[src/ymdc_regs.vh]
`ifndef YMDC_REGS_VH
`define YMDC_REGS_VH

// ============================================================
// Register byte addresses
`define YMDC_ADDR_W         24
`define YMDC_OFF_CMD        24'h3F0130
`define YMDC_OFF_CFG        24'h3F0131
`define YMDC_OFF_IADR_H     24'h3F0132
`define YMDC_OFF_IADR_L     24'h3F0133
`define YMDC_OFF_EADR_RSV   24'h3F0134
`define YMDC_OFF_EADR_H     24'h3F0135
`define YMDC_OFF_EADR_M     24'h3F0136
`define YMDC_OFF_EADR_L     24'h3F0137
`define YMDC_OFF_NUM_H      24'h3F0138
`define YMDC_OFF_NUM_L      24'h3F0139
`define YMDC_OFF_CNT_H      24'h3F013A
`define YMDC_OFF_CNT_L      24'h3F013B
`define YMDC_OFF_RSV_LO     24'h3F014C
`define YMDC_OFF_RSV_HI     24'h3F014F

// ============================================================
// Command and status field positions
`define YMDC_BUSY_BIT       0
`define YMDC_INCOMPLETE_BIT 1
`define YMDC_CMD_LSB        4
`define YMDC_CMD_MSB        5
`define YMDC_BLOCK_BIT      6

// Commands
`define YMDC_CMD_STOP       2'h0
`define YMDC_CMD_START      2'h1
`define YMDC_CMD_CONT       2'h2

// Configuration field positions
`define YMDC_CFG_IRQ_BIT    0
`define YMDC_CFG_DIR_BIT    1

// ============================================================
// Widths and reset values
`define YMDC_YADDR_W        13
`define YMDC_CNT_W          13
`define YMDC_CMD_RST        2'h0
`define YMDC_CFG_RST        2'h0
`define YMDC_NUM_RST        13'h0000
`define YMDC_CNT_RST        13'h0000

`endif

[src/ymdc_transfer_engine.v]
// Notes on behaviour
// Moves 24-bit Y words via 48-bit buffer
// Two 4K Y blocks; engine has top priority
// Core access to active block is stalled
// Status bit 6 shows active block
// Command bits 5:4: stop, start, continue
// Status bit 0 reads busy
// Status bit 1 reads incomplete
// Sequencer idle/busy driven by three commands
// Start reloads counter, addresses; continue keeps
// Config bit 1 selects transfer direction
// Config bit 0 enables stop interrupt
// Internal word address, high then low byte
// External word address, three bytes, reserved
// Software programs count, at most 4K; code accepts up to 1FFEh
// Start loads counter from desired number
// Counter drops once per Y word
// Count bit 0 fixed at zero
// Zero count ends transfer, optional interrupt
// Stop finishes unit, keeps resume state
// Two Y words pack into three externals
//
// Our own choice: the address-and-strobe port.
`include "ymdc_regs.vh"
`timescale 1ns/10ps
`default_nettype none

module ymdc_transfer_engine (
    // Clock and reset
    input  wire        ref_clk_in,
    input  wire        rst_in,
    // Register port
    input  wire [23:0] reg_addr_in,
    input  wire [7:0]  reg_wdata_in,
    input  wire        reg_wr_in,
    input  wire        reg_rd_in,
    output wire [7:0]  reg_rdata_out,
    // Y-memory side
    output wire [12:0] ymem_addr_out,
    output wire [23:0] ymem_wdata_out,
    output wire        ymem_wr_out,
    output wire        ymem_rd_out,
    input  wire [23:0] ymem_rdata_in,
    output wire [1:0]  ymem_block_busy_out,
    // Memory interface unit side
    output wire        ext_req_out,
    output wire        ext_write_out,
    output wire [23:0] ext_addr_out,
    output wire [15:0] ext_wdata_out,
    input  wire        ext_grant_in,
    input  wire        ext_ready_in,
    input  wire [15:0] ext_rdata_in,
    // Events
    output wire        stop_irq_out
);

    // ============================================================
    // Sequencer states, one-hot; all but idle count as busy
    localparam [4:0] S_IDLE = 5'h01;
    localparam [4:0] S_NEXT = 5'h02;
    localparam [4:0] S_YRD  = 5'h04;
    localparam [4:0] S_EXT  = 5'h08;
    localparam [4:0] S_YWR  = 5'h10;

    // ============================================================
    // Buffer slicing helpers
    // Word 0 of each side sits at the top of the buffer
    function [15:0] ext_word;
        input [47:0] buf_v;
        input [1:0]  idx;
        begin
            case (idx)
                2'h0:    ext_word = buf_v[47:32];
                2'h1:    ext_word = buf_v[31:16];
                default: ext_word = buf_v[15:0];
            endcase
        end
    endfunction

    function [23:0] y_word;
        input [47:0] buf_v;
        input [1:0]  idx;
        begin
            if (idx == 2'h0) begin
                y_word = buf_v[47:24];
            end else begin
                y_word = buf_v[23:0];
            end
        end
    endfunction

    // ============================================================
    // Software-visible registers
    reg [1:0]  cmd_q;
    reg [1:0]  cfg_q;
    reg [12:0] iadr_q;
    reg [23:0] eadr_q;
    reg [12:0] num_q;

    // Engine state
    reg [4:0]  state_q;
    reg [1:0]  ph_q;
    reg [1:0]  rcv_q;
    reg [47:0] buf_q;
    reg [12:0] igen_q;
    reg [23:0] egen_q;
    reg [12:0] cnt_q;
    reg        incomplete_q;
    reg        stop_pend_q;
    reg        ren_d1_q;

    // Output flops
    reg [7:0]  rdata_q;
    reg [12:0] ymem_addr_q;
    reg [23:0] ymem_wdata_q;
    reg        ymem_we_q;
    reg        ymem_re_q;
    reg [1:0]  blk_busy_q;
    reg        ext_req_q;
    reg        ext_wr_q;
    reg [23:0] ext_addr_q;
    reg [15:0] ext_wdata_q;
    reg        stop_irq_q;

    // ============================================================
    // Command decode
    wire       cmd_wr   = reg_wr_in && (reg_addr_in == `YMDC_OFF_CMD);
    wire [1:0] cmd_val  = reg_wdata_in[`YMDC_CMD_MSB:`YMDC_CMD_LSB];
    wire       start_wr = cmd_wr && (cmd_val == `YMDC_CMD_START);
    wire       cont_wr  = cmd_wr && (cmd_val == `YMDC_CMD_CONT);
    wire       stop_wr  = cmd_wr && (cmd_val == `YMDC_CMD_STOP);
    wire       busy     = (state_q != S_IDLE);
    // Same-cycle stop still counts, so it is never lost
    wire       stop_now = stop_pend_q | stop_wr;
    wire       dir_out  = cfg_q[`YMDC_CFG_DIR_BIT];

    // ============================================================
    // Register writes; config may change any time, takes effect
    // at the next unit boundary
    always @(posedge ref_clk_in) begin
        if (rst_in) begin
            cmd_q  <= `YMDC_CMD_RST;
            cfg_q  <= `YMDC_CFG_RST;
            iadr_q <= 13'h0;
            eadr_q <= 24'h0;
            num_q  <= `YMDC_NUM_RST;
        end else if (reg_wr_in) begin
            case (reg_addr_in)
                `YMDC_OFF_CMD:    cmd_q <= cmd_val;
                `YMDC_OFF_CFG:    cfg_q <= reg_wdata_in[1:0];
                `YMDC_OFF_IADR_H: iadr_q[12:8] <= reg_wdata_in[4:0];
                `YMDC_OFF_IADR_L: iadr_q[7:0]  <= reg_wdata_in;
                `YMDC_OFF_EADR_H: eadr_q[23:16] <= reg_wdata_in;
                `YMDC_OFF_EADR_M: eadr_q[15:8]  <= reg_wdata_in;
                `YMDC_OFF_EADR_L: eadr_q[7:0]   <= reg_wdata_in;
                // Top three bits dropped, bit 0 forced even
                `YMDC_OFF_NUM_H:  num_q[12:8] <= reg_wdata_in[4:0];
                `YMDC_OFF_NUM_L:  num_q[7:0] <= {reg_wdata_in[7:1], 1'b0};
                default: begin
                end
            endcase
        end
    end

    // ============================================================
    // Read mux; unmapped and reserved bytes read zero
    reg [7:0] rd_d;
    always @* begin
        rd_d = 8'h00;
        case (reg_addr_in)
            `YMDC_OFF_CMD: begin
                rd_d[`YMDC_BLOCK_BIT]      = igen_q[12];
                rd_d[`YMDC_CMD_MSB:`YMDC_CMD_LSB] = cmd_q;
                rd_d[`YMDC_INCOMPLETE_BIT] = incomplete_q;
                rd_d[`YMDC_BUSY_BIT]       = busy;
            end
            `YMDC_OFF_CFG:    rd_d = {6'h00, cfg_q};
            `YMDC_OFF_IADR_H: rd_d = {3'h0, iadr_q[12:8]};
            `YMDC_OFF_IADR_L: rd_d = iadr_q[7:0];
            `YMDC_OFF_EADR_H: rd_d = eadr_q[23:16];
            `YMDC_OFF_EADR_M: rd_d = eadr_q[15:8];
            `YMDC_OFF_EADR_L: rd_d = eadr_q[7:0];
            `YMDC_OFF_NUM_H:  rd_d = {3'h0, num_q[12:8]};
            `YMDC_OFF_NUM_L:  rd_d = num_q[7:0];
            `YMDC_OFF_CNT_H:  rd_d = {3'h0, cnt_q[12:8]};
            // Mid-unit odd value is hidden, bit 0 always reads 0
            `YMDC_OFF_CNT_L:  rd_d = {cnt_q[7:1], 1'b0};
            default:          rd_d = 8'h00;
        endcase
    end

    // Read data stands only in the cycle after the strobe
    always @(posedge ref_clk_in) begin
        if (rst_in) begin
            rdata_q <= 8'h00;
        end else begin
            rdata_q <= reg_rd_in ? rd_d : 8'h00;
        end
    end

    // ============================================================
    // Block stall flags for core and coprocessor arbitration
    always @(posedge ref_clk_in) begin
        if (rst_in) begin
            blk_busy_q <= 2'h0;
        end else if (busy) begin
            blk_busy_q <= igen_q[12] ? 2'h2 : 2'h1;
        end else begin
            blk_busy_q <= 2'h0;
        end
    end

    // ============================================================
    // Sequencer; a unit is two Y words and three external words,
    // never split, so a stop can only land between units
    always @(posedge ref_clk_in) begin
        if (rst_in) begin
            state_q      <= S_IDLE;
            ph_q         <= 2'h0;
            rcv_q        <= 2'h0;
            buf_q        <= 48'h0;
            igen_q       <= 13'h0;
            egen_q       <= 24'h0;
            cnt_q        <= `YMDC_CNT_RST;
            incomplete_q <= 1'b0;
            stop_pend_q  <= 1'b0;
            ren_d1_q     <= 1'b0;
            ymem_addr_q  <= 13'h0;
            ymem_wdata_q <= 24'h0;
            ymem_we_q    <= 1'b0;
            ymem_re_q    <= 1'b0;
            ext_req_q    <= 1'b0;
            ext_wr_q     <= 1'b0;
            ext_addr_q   <= 24'h0;
            ext_wdata_q  <= 16'h0;
            stop_irq_q   <= 1'b0;
        end else begin
            ymem_we_q  <= 1'b0;
            ymem_re_q  <= 1'b0;
            stop_irq_q <= 1'b0;
            ren_d1_q   <= ymem_re_q;
            if (busy && stop_wr) begin
                stop_pend_q <= 1'b1;
            end
            case (state_q)
                S_IDLE: begin
                    if (start_wr) begin
                        igen_q       <= iadr_q;
                        egen_q       <= eadr_q;
                        cnt_q        <= num_q;
                        incomplete_q <= (num_q != 13'h0000);
                        state_q      <= S_NEXT;
                    end else if (cont_wr && (cnt_q != 13'h0000)) begin
                        state_q <= S_NEXT;
                    end
                end
                // Unit boundary: finish, park, or launch a unit
                S_NEXT: begin
                    stop_pend_q <= 1'b0;
                    ph_q        <= 2'h0;
                    rcv_q       <= 2'h0;
                    if (cnt_q == 13'h0000) begin
                        state_q      <= S_IDLE;
                        incomplete_q <= 1'b0;
                        stop_irq_q   <= cfg_q[`YMDC_CFG_IRQ_BIT];
                    end else if (stop_now) begin
                        state_q <= S_IDLE;
                    end else if (dir_out) begin
                        state_q <= S_YRD;
                    end else begin
                        state_q    <= S_EXT;
                        ext_req_q  <= 1'b1;
                        ext_wr_q   <= 1'b0;
                        ext_addr_q <= egen_q;
                    end
                end
                // Two Y reads, data back one cycle after each
                S_YRD: begin
                    if (ph_q != 2'h2) begin
                        ymem_re_q   <= 1'b1;
                        ymem_addr_q <= igen_q;
                        igen_q      <= igen_q + 13'h0001;
                        ph_q        <= ph_q + 2'h1;
                    end
                    if (ren_d1_q) begin
                        cnt_q <= cnt_q - 13'h0001;
                        rcv_q <= rcv_q + 2'h1;
                        if (rcv_q == 2'h0) begin
                            buf_q[47:24] <= ymem_rdata_in;
                        end else begin
                            buf_q[23:0] <= ymem_rdata_in;
                            state_q     <= S_EXT;
                            ph_q        <= 2'h0;
                            ext_req_q   <= 1'b1;
                            ext_wr_q    <= 1'b1;
                            ext_addr_q  <= egen_q;
                            ext_wdata_q <= ext_word(buf_q, 2'h0);
                        end
                    end
                end
                // Three external words, one address step each
                S_EXT: begin
                    if (ext_req_q && ext_grant_in) begin
                        egen_q      <= egen_q + 24'h1;
                        ext_addr_q  <= egen_q + 24'h1;
                        ext_wdata_q <= ext_word(buf_q, ph_q + 2'h1);
                        ph_q        <= ph_q + 2'h1;
                        if (ph_q == 2'h2) begin
                            ext_req_q <= 1'b0;
                            if (ext_wr_q) begin
                                state_q <= S_NEXT;
                            end
                        end
                    end
                    if (!ext_wr_q && ext_ready_in) begin
                        rcv_q <= rcv_q + 2'h1;
                        case (rcv_q)
                            2'h0:    buf_q[47:32] <= ext_rdata_in;
                            2'h1:    buf_q[31:16] <= ext_rdata_in;
                            default: buf_q[15:0]  <= ext_rdata_in;
                        endcase
                        if (rcv_q == 2'h2) begin
                            state_q <= S_YWR;
                            ph_q    <= 2'h0;
                        end
                    end
                end
                // Two Y writes unpacked from the buffer
                S_YWR: begin
                    ymem_we_q    <= 1'b1;
                    ymem_addr_q  <= igen_q;
                    ymem_wdata_q <= y_word(buf_q, ph_q);
                    igen_q       <= igen_q + 13'h0001;
                    cnt_q        <= cnt_q - 13'h0001;
                    ph_q         <= ph_q + 2'h1;
                    if (ph_q == 2'h1) begin
                        state_q <= S_NEXT;
                    end
                end
                default: begin
                    state_q   <= S_IDLE;
                    ext_req_q <= 1'b0;
                end
            endcase
        end
    end

    // ============================================================
    // Outputs, each straight from a flop
    assign reg_rdata_out       = rdata_q;
    assign ymem_addr_out       = ymem_addr_q;
    assign ymem_wdata_out      = ymem_wdata_q;
    assign ymem_wr_out         = ymem_we_q;
    assign ymem_rd_out         = ymem_re_q;
    assign ymem_block_busy_out = blk_busy_q;
    assign ext_req_out         = ext_req_q;
    assign ext_write_out       = ext_wr_q;
    assign ext_addr_out        = ext_addr_q;
    assign ext_wdata_out       = ext_wdata_q;
    assign stop_irq_out        = stop_irq_q;

endmodule

`default_nettype wire

[config.mk]
export PLATFORM = sky130hd
export DESIGN_NAME = ymdc_transfer_engine
export DESIGN_NICKNAME = d
export VERILOG_FILES = /design/src/ymdc_transfer_engine.v
export VERILOG_INCLUDE_DIRS = /design/src /design/src/src
export SDC_FILE = /design/constraint.sdc
export NUM_CORES = 1
export LEC_CHECK = 0
export ABC_AREA = 1
export BUFFER_PORTS_ARGS = -buffer_cell sky130_fd_sc_hd__buf_4
export CAP_MARGIN = 20
export CELL_PAD_IN_SITES_DETAIL_PLACEMENT = 0
export CELL_PAD_IN_SITES_GLOBAL_PLACEMENT = 1
export CORE_MARGIN = 3
export CORE_UTILIZATION = 39
export CTS_BUF_LIST = sky130_fd_sc_hd__clkbuf_8
export CTS_CLUSTER_DIAMETER = 100
export DETAILED_ROUTE_END_ITERATION = 12
export PLACE_DENSITY_LB_ADDON = 0.1
export SLEW_MARGIN = 40
export SYNTH_ARGS = -nofsm -noshare
export SYNTH_HDL_FRONTEND = slang
export SYNTH_SLANG_ARGS = --single-unit
[constraint.sdc]
create_clock -name ref_clk_in -period 2 [get_ports ref_clk_in]
set_input_delay 0.2 -clock ref_clk_in [delete_from_list [all_inputs] [get_ports ref_clk_in]]
set_output_delay 0.2 -clock ref_clk_in [all_outputs]
set_load 0.01 [all_outputs]
Yosys cells after proc, flatten, opt, wreduce, memory -nomap -nowiden --
Index checks and enable logic that the tools add are counted. W data, S select, Z words.
Operators by class: add/subtract/negate cells 5, eq/ne operators 42, multiplexer cells 77, bitwise logic cells 7, reduce and logical (&&, ||, !) cells 55
Operator list (number):
- $eq A24 B22 Y1 const B | 11
- $mux W24 | 10
- $mux W16 | 6
- $mux W48 | 2
- $pmux W48 S2 | 1
- $pmux W13 S3 | 2
- $pmux W24 S3 | 1
- $mux W13 | 5
- $pmux W16 S2 | 2
- $mux W5 | 10
- $pmux W24 S2 | 1
- $ne A2 B2 Y1 const B | 16
- $pmux W3 S10 | 1
- $pmux W13 S2 | 1
- $reduce_bool A13 Y1 | 2
- $pmux W5 S5 | 1
- $add A24 B1 Y24 const B | 1
- $pmux W2 S11 | 1
- $reduce_and A2 Y1 | 10
- $reduce_and A5 Y1 | 4
- $mux W2 | 9
- $pmux W2 S9 | 1
- $reduce_and A3 Y1 | 5
- $mux W1 | 14
- 34 further kinds | 69
Storage, ports and cells: bits in registers 255, bits of input ports 78, output and inout bits 92, word-level logic and storage cells 219

Logic depth before layout (Yosys ltp) --
depth in word-level cells 7, mapped depth 14, gate-level depth less buffers 13

Least setup slack after synthesis --
OpenSTA, ideal clock, no wires.
path type flip-flop to flip-flop, start point reg ph_q[0], end point reg ext_wdata_q[10] (netlist: ext_wdata_out[10]), library setup time 0.116 ns, data arrival time 1.942 ns, required time 1.884 ns, setup slack -0.058 ns, stages on the path, launching flop included 10, path buffers 2, period minus slack after synthesis 2.058 ns, cells stage by stage dfxtp_1 > inv_1 > ha_1 > buf_2 > clkinv_1 > a21oi_1 > clkbuf_1 > o32ai_1 > nor2_1 > nor2_1
Between the ends: cells in the longest elaborated chain, start to end 5, elaborated cells between the ends (all ways) 6, classes of those cells add/sub (1); eq/ne (1); mux (3); reduce/logical (1)
Ends and longest elaborated chain:
- start, declared | RTL line ymdc_transfer_engine.v:102 | reg [1:0] ph_q;
- start signal, assigned | RTL line ymdc_transfer_engine.v:283 | ph_q <= ph_q + 2'h1;
- start signal, assigned | RTL line ymdc_transfer_engine.v:307 | ph_q <= ph_q + 2'h1;
- start signal, assigned | RTL line ymdc_transfer_engine.v:335 | ph_q <= ph_q + 2'h1;
- $add A2 B1 Y2 * | RTL line ymdc_transfer_engine.v:306 | ext_wdata_q <= ext_word(buf_q, ph_q + 2'h1);
- $eq A2 B1 Y1 or $logic_not A2 Y1 (tied branches) | RTL line ymdc_transfer_engine.v:72 | case (idx)
- $pmux W16 S2 * | RTL line ymdc_transfer_engine.v:72
- $mux W16 * | RTL line ymdc_transfer_engine.v:303 | if (ext_req_q && ext_grant_in) begin
- $pmux W16 S2 * | RTL line ymdc_transfer_engine.v:245 | case (state_q)
- end signal, assigned | RTL line ymdc_transfer_engine.v:297 | ext_wdata_q <= ext_word(buf_q, 2'h0);
- end signal, assigned | RTL line ymdc_transfer_engine.v:306
- end, declared | RTL line ymdc_transfer_engine.v:122 | reg [15:0] ext_wdata_q;
Every way passes the cells marked *; elsewhere a longest branch is shown, timed or not. The select of a mux whose other input is x is not followed. A chain may end at the register's enable or synchronous reset.

Worst setup path in the final report --
start point reg state_q[0], end point reg ext_addr_q[17] (netlist: ext_addr_out[17])
Between the ends: cells in the longest elaborated chain, start to end 3, elaborated cells between the ends (all ways) 12, classes of those cells eq/ne (9); mux (1); reduce/logical (2)
Ends and longest elaborated chain:
- start, declared | RTL line ymdc_transfer_engine.v:101 | reg [4:0] state_q;
- start signal, assigned | RTL line ymdc_transfer_engine.v:218 | state_q <= S_IDLE;
- start signal, assigned | RTL line ymdc_transfer_engine.v:252 | state_q <= S_NEXT;
- start signal, assigned | RTL line ymdc_transfer_engine.v:254 | state_q <= S_NEXT;
- $eq A5 B2 Y1, or another cell as far along | RTL line ymdc_transfer_engine.v:245
- $ne A2 B2 Y1 (no source line) or $reduce_bool A3 Y1 (tied branches)
- $reduce_and A7 Y1 (no source line)
- end signal, assigned | RTL line ymdc_transfer_engine.v:274 | ext_addr_q <= egen_q;
- end signal, assigned | RTL line ymdc_transfer_engine.v:296 | ext_addr_q <= egen_q;
- end signal, assigned | RTL line ymdc_transfer_engine.v:305 | ext_addr_q <= egen_q + 24'h1;
- end, declared | RTL line ymdc_transfer_engine.v:121 | reg [23:0] ext_addr_q;
Parallel ways exist; a longest one is shown, timed or not.

==> summary.md <==
| Metric | Value |
|---|---|
| Run status | finished, final reports clean |
| Fin Clk Skew | around 0.021 ns |
| Max clock buf depth | 3 |
| Number of synthesized register bits | 255 |
| Critical Path Max Stage Delay | 0.40 ns |
| Vias | around 14,000 |
| R2r endpoint | ext_addr_out[17]$_SDFFE_PP0P_ |
| Placer Congestion | 0.961 |
| Reg2Reg Setup Slack | between 0.1 and 0.15 ns |
| Worst r2r path cells | 9 |
| Worst-Skew Late Latency | roughly 0.58 ns |
| Chip height | 189 microns |
| Cell Area, Synth | between 0.01 and 0.015 sq mm |
| Vias/cell | about 5.2 |
| Wire per inst | about 17 microns |
| Initial Utilization | between 30% and 40% |
| Worst setup SP type | flip-flop |
| Internal power | 8.54 mW |
| Clock slew at reported path FFs | ~0.060 ns |
| Largest net degree at the start of global routing | 124 |
| Critical path class | reg -> reg |
| Slew margin rel. | around 57% |
| P_leak | 7.07 nW |
| RR Startpoint | state_q[0]$_SDFFE_PP1P_ |
| Dpl hpwl | around 35,000 microns |
| Placeable Area | about 0.033 sq mm |
| Most common cell after layout, fill and taps aside | nand2_1 |
| CP Cell Sequence | nor2_4 -> nand4_4 -> inv_2 -> nor2_1 -> nor4_4 -> nand2_2 -> buf_12 -> o21ai_0 -> nor2_1 |
| Clock Sinks | 255 |
| Reg power frac | 45.1% |
| Number of global-route vias before repair | 13,193 |
| Most frequent cells in the layout | 390 x nand2_1, 279 x buf_4, 277 x nor2_1 |
| CP top delay family | simple AND/OR/NAND/NOR gates |
| Global-route wire length before repair | between 70,000 and 80,000 microns |
| Layout cell share with drive strength beyond 1 | 19.2% |
| Mapped Cells | 1,972 |
| Initial antenna violation count | 0 |
| Post-layout util | approximately half |
| Worst Min Path Start | ext_rdata_in[12] |
| Total power | roughly 12 mW |
| CP Max Fanout | 27 |
| Sw Pwr | 3.07 mW |
| Distinct cells, synth | 46 |
| Slowest CP cell | nor4_4 |
| Hold Path Depth | 5 |
| Sw Share | a little over a quarter |
| Crit. End Element | flip-flop |
| CTS H-tree lvls | 2 |
| Total track usage | between 20 and 30% |
| Req. time, crit path | 2.47 ns |
| Root Driver | clkbuf_8 |
| Fmax | roughly 530 MHz |
| Peak VDD IR | between 0.0003 and 0.0004 V |
| # DRC | 0 |
| Combinational Power Share | around 9.2% |
| FF/Latch Area | 0.00511 sq mm |
| Syn avg cell area | between 6 and 7 sq um |
| DIE WIDTH | around 190 microns |
| Area of the multi-input gates | 0.00682 sq mm |
| Max-cap violations | 0 |
| Overflow after GRT | 0 |
| Number of buffers created by CTS | between 40 and 50 |
| Area Growth Syn to Fin | 28.6% |
| Fill cell instance count of the final layout | ~3,500 |
| Port Buf Inserts | ~170 |
| Hold Violations, Final | 0 |
| Worst Tran Pin Value | between 0.6 and 0.7 ns |
| ANT nets after route | 0 |
| I/O pins | 170 |
| Fin nets | ~2,300 |
| Tcrit/Tclk final | 94.8% |
| Post-Route WL | around 47,000 microns |
| Pwr Density | approximately 700 mW/mm^2 |
| Final setup vio count | 0 |
| Iter 0 DRT Violations | 950 |
| Worst Hold Class | in -> reg |
| Number of core rows | 66 |
| Yosys warnings | 0 |
| Critical path arrival | ~2.4 ns |
| Fin. max-slew vios | 0 |
| Sequential share of the synthesized area | 38.9% |
| Crit path time final | 1.90 ns |
| Syn_nets | ~2,100 |
| Drt first pass iters | 5 |
| CTS tree | yes |
| Clock group share of total power | roughly 46% |
| Crit path top cell by count | nor2_1 |
| Area of the die | between 0.03 and 0.04 sq mm |
| Min-Delay Endpoint | buf_q[28]$_SDFFE_PP0P_ |
| Buf/Inv on CP | 2 |
| N_diodes | 0 |
-- worst max-delay path by stage --
stage	slack, ns	cells past startpoint	start	end
global placement	-0.02	12	reg_addr_in[23]	state_q[0]$_SDFFE_PP1P_
floorplan	0.03	9	ph_q[0]$_SDFFE_PP0P_	ext_wdata_out[10]$_SDFFE_PP0P_
global route	-0.03	9	state_q[0]$_SDFFE_PP1P_	ext_addr_out[17]$_SDFFE_PP0P_
detailed placement	-0.07	9	state_q[0]$_SDFFE_PP1P_	buf_q[40]$_SDFFE_PP0P_
finish	0.10	9	state_q[0]$_SDFFE_PP1P_	ext_addr_out[17]$_SDFFE_PP0P_
CTS	0.0005	9	state_q[0]$_SDFFE_PP1P_	ext_addr_out[20]$_SDFFE_PP0P_
-- tightest hold or removal path, delay by kind of cell --
kind                   cells  cell delay, ns
AO/OA/AOI/OAI              2            0.16
AND/OR/NAND/NOR            2            0.13
buffers and inverters      1            0.08
-- stage by stage --
stage | hold WS [ns] | TNS (ns) | instances | worst slack (ns) | instance area, sq um
floorplan | 0.343 | 0 | 1972 | 0.0315 | 13100
global placement | 0.421 | -0.0157 | 2612 | -0.0157 | 15700
detailed placement | 0.426 | -0.458 | 2612 | -0.0710 | 15700
CTS | 0.0239 | 0 | 2701 | 0.000539 | 16700
global route | 0.0703 | -0.102 | 2707 | -0.0290 | 16800
finish | 0.0347 | 0 | 2707 | 0.104 | 16800
-- per-layer routing --
| layer | global-route usage (%) | vias up | routed length, microns |
|---|---|---|---|
| li1 | - | 7032 | - |
| met5 | 0 | - | 0 |
| met4 | 6.94 | 0 | 1160 |
| met1 | 35.8 | 6494 | 21900 |
| met3 | 3.59 | 65 | 2690 |
| met2 | 40.4 | 392 | 21000 |
-- layout make-up --
class	instances	share of cell area, %
inverters	217	4.86
well taps	442	3.28
flip-flops and latches	255	30.3
repair inverters	1	0.0446
repair buffers	304	15.1
clock buffers	60	4.90
clock inverters	26	1.02
multi-input cells	1402	40.5
-- power groups by stage --
stage          clock (mW)  sequential (mW)  combinational, mW
2_1_floorplan           0             5.32              0.593
3_3_place_gp            0             5.33               1.04
3_5_place_dp            0             5.33               1.05
4_1_cts              5.40             5.22               1.06
5_1_grt              5.65             5.24               1.20
6_report             5.30             5.23               1.07
-- synth_stat cells (all sizes together) --
master   count  area [sq um]
o21bai       6          45.0
nor2       297          1180
clkinv       4          16.3
a21oi      182           911
inv        213           800
and3         1          6.26
nand2      399          1520
dfxtp      255          5100
or2          3          18.8
a211oi      51           393
nor4         7          58.8
o211ai       6          45.0
a31oi        1          6.26
and2         1          6.26
nor2b        1          6.26
o31ai        1          7.51
nand4       39           250
clkbuf      67           251
nand3       82           425
xor2        13           114
xnor2        4          35.0
buf         31           193
ha          11           138
o21ai      249          1260
o32ai       16           140
nand3b       1          7.51
o22ai        4          25.0
o21a         2          15.0
nor3        24           125
o2111ai      1          8.76
-- cell families after synthesis --
logic type | after synthesis | share of synthesized area, %
XOR/XNOR | 17 | 1.14
AND/OR/NAND/NOR | 855 | 27.5
buffers and inverters | 315 | 9.61
AO/OA/AOI/OAI | 519 | 21.8
adder cells (fa/ha/maj) | 11 | 1.05
flip-flops | 255 | 38.9
-- state kept, by name, summed over array words and instances, names as in the netlist, 5 cells and up --
| signal | flops |
|---|---|
| ymem_addr_out | 13 |
| num_q | 12 |
| egen_q | 24 |
| iadr_q | 13 |
| ext_wdata_out | 16 |
| igen_q | 13 |
| ext_addr_out | 24 |
| ymem_wdata_out | 24 |
| reg_rdata_out | 8 |
| eadr_q | 24 |
| cnt_q | 13 |
| state_q | 5 |
| buf_q | 48 |
-- timing repair --
item                                    4_1_cts  5_1_grt
resized for setup                             2       32
hold buffers                                  3        0
endpoints found under the setup margin       30       93
setup buffers                                 0        5
hold endpoints to repair                      2        0
pin swaps                                     0        4
gates cloned                                  0        1
(Power assumes the default switching activity.)
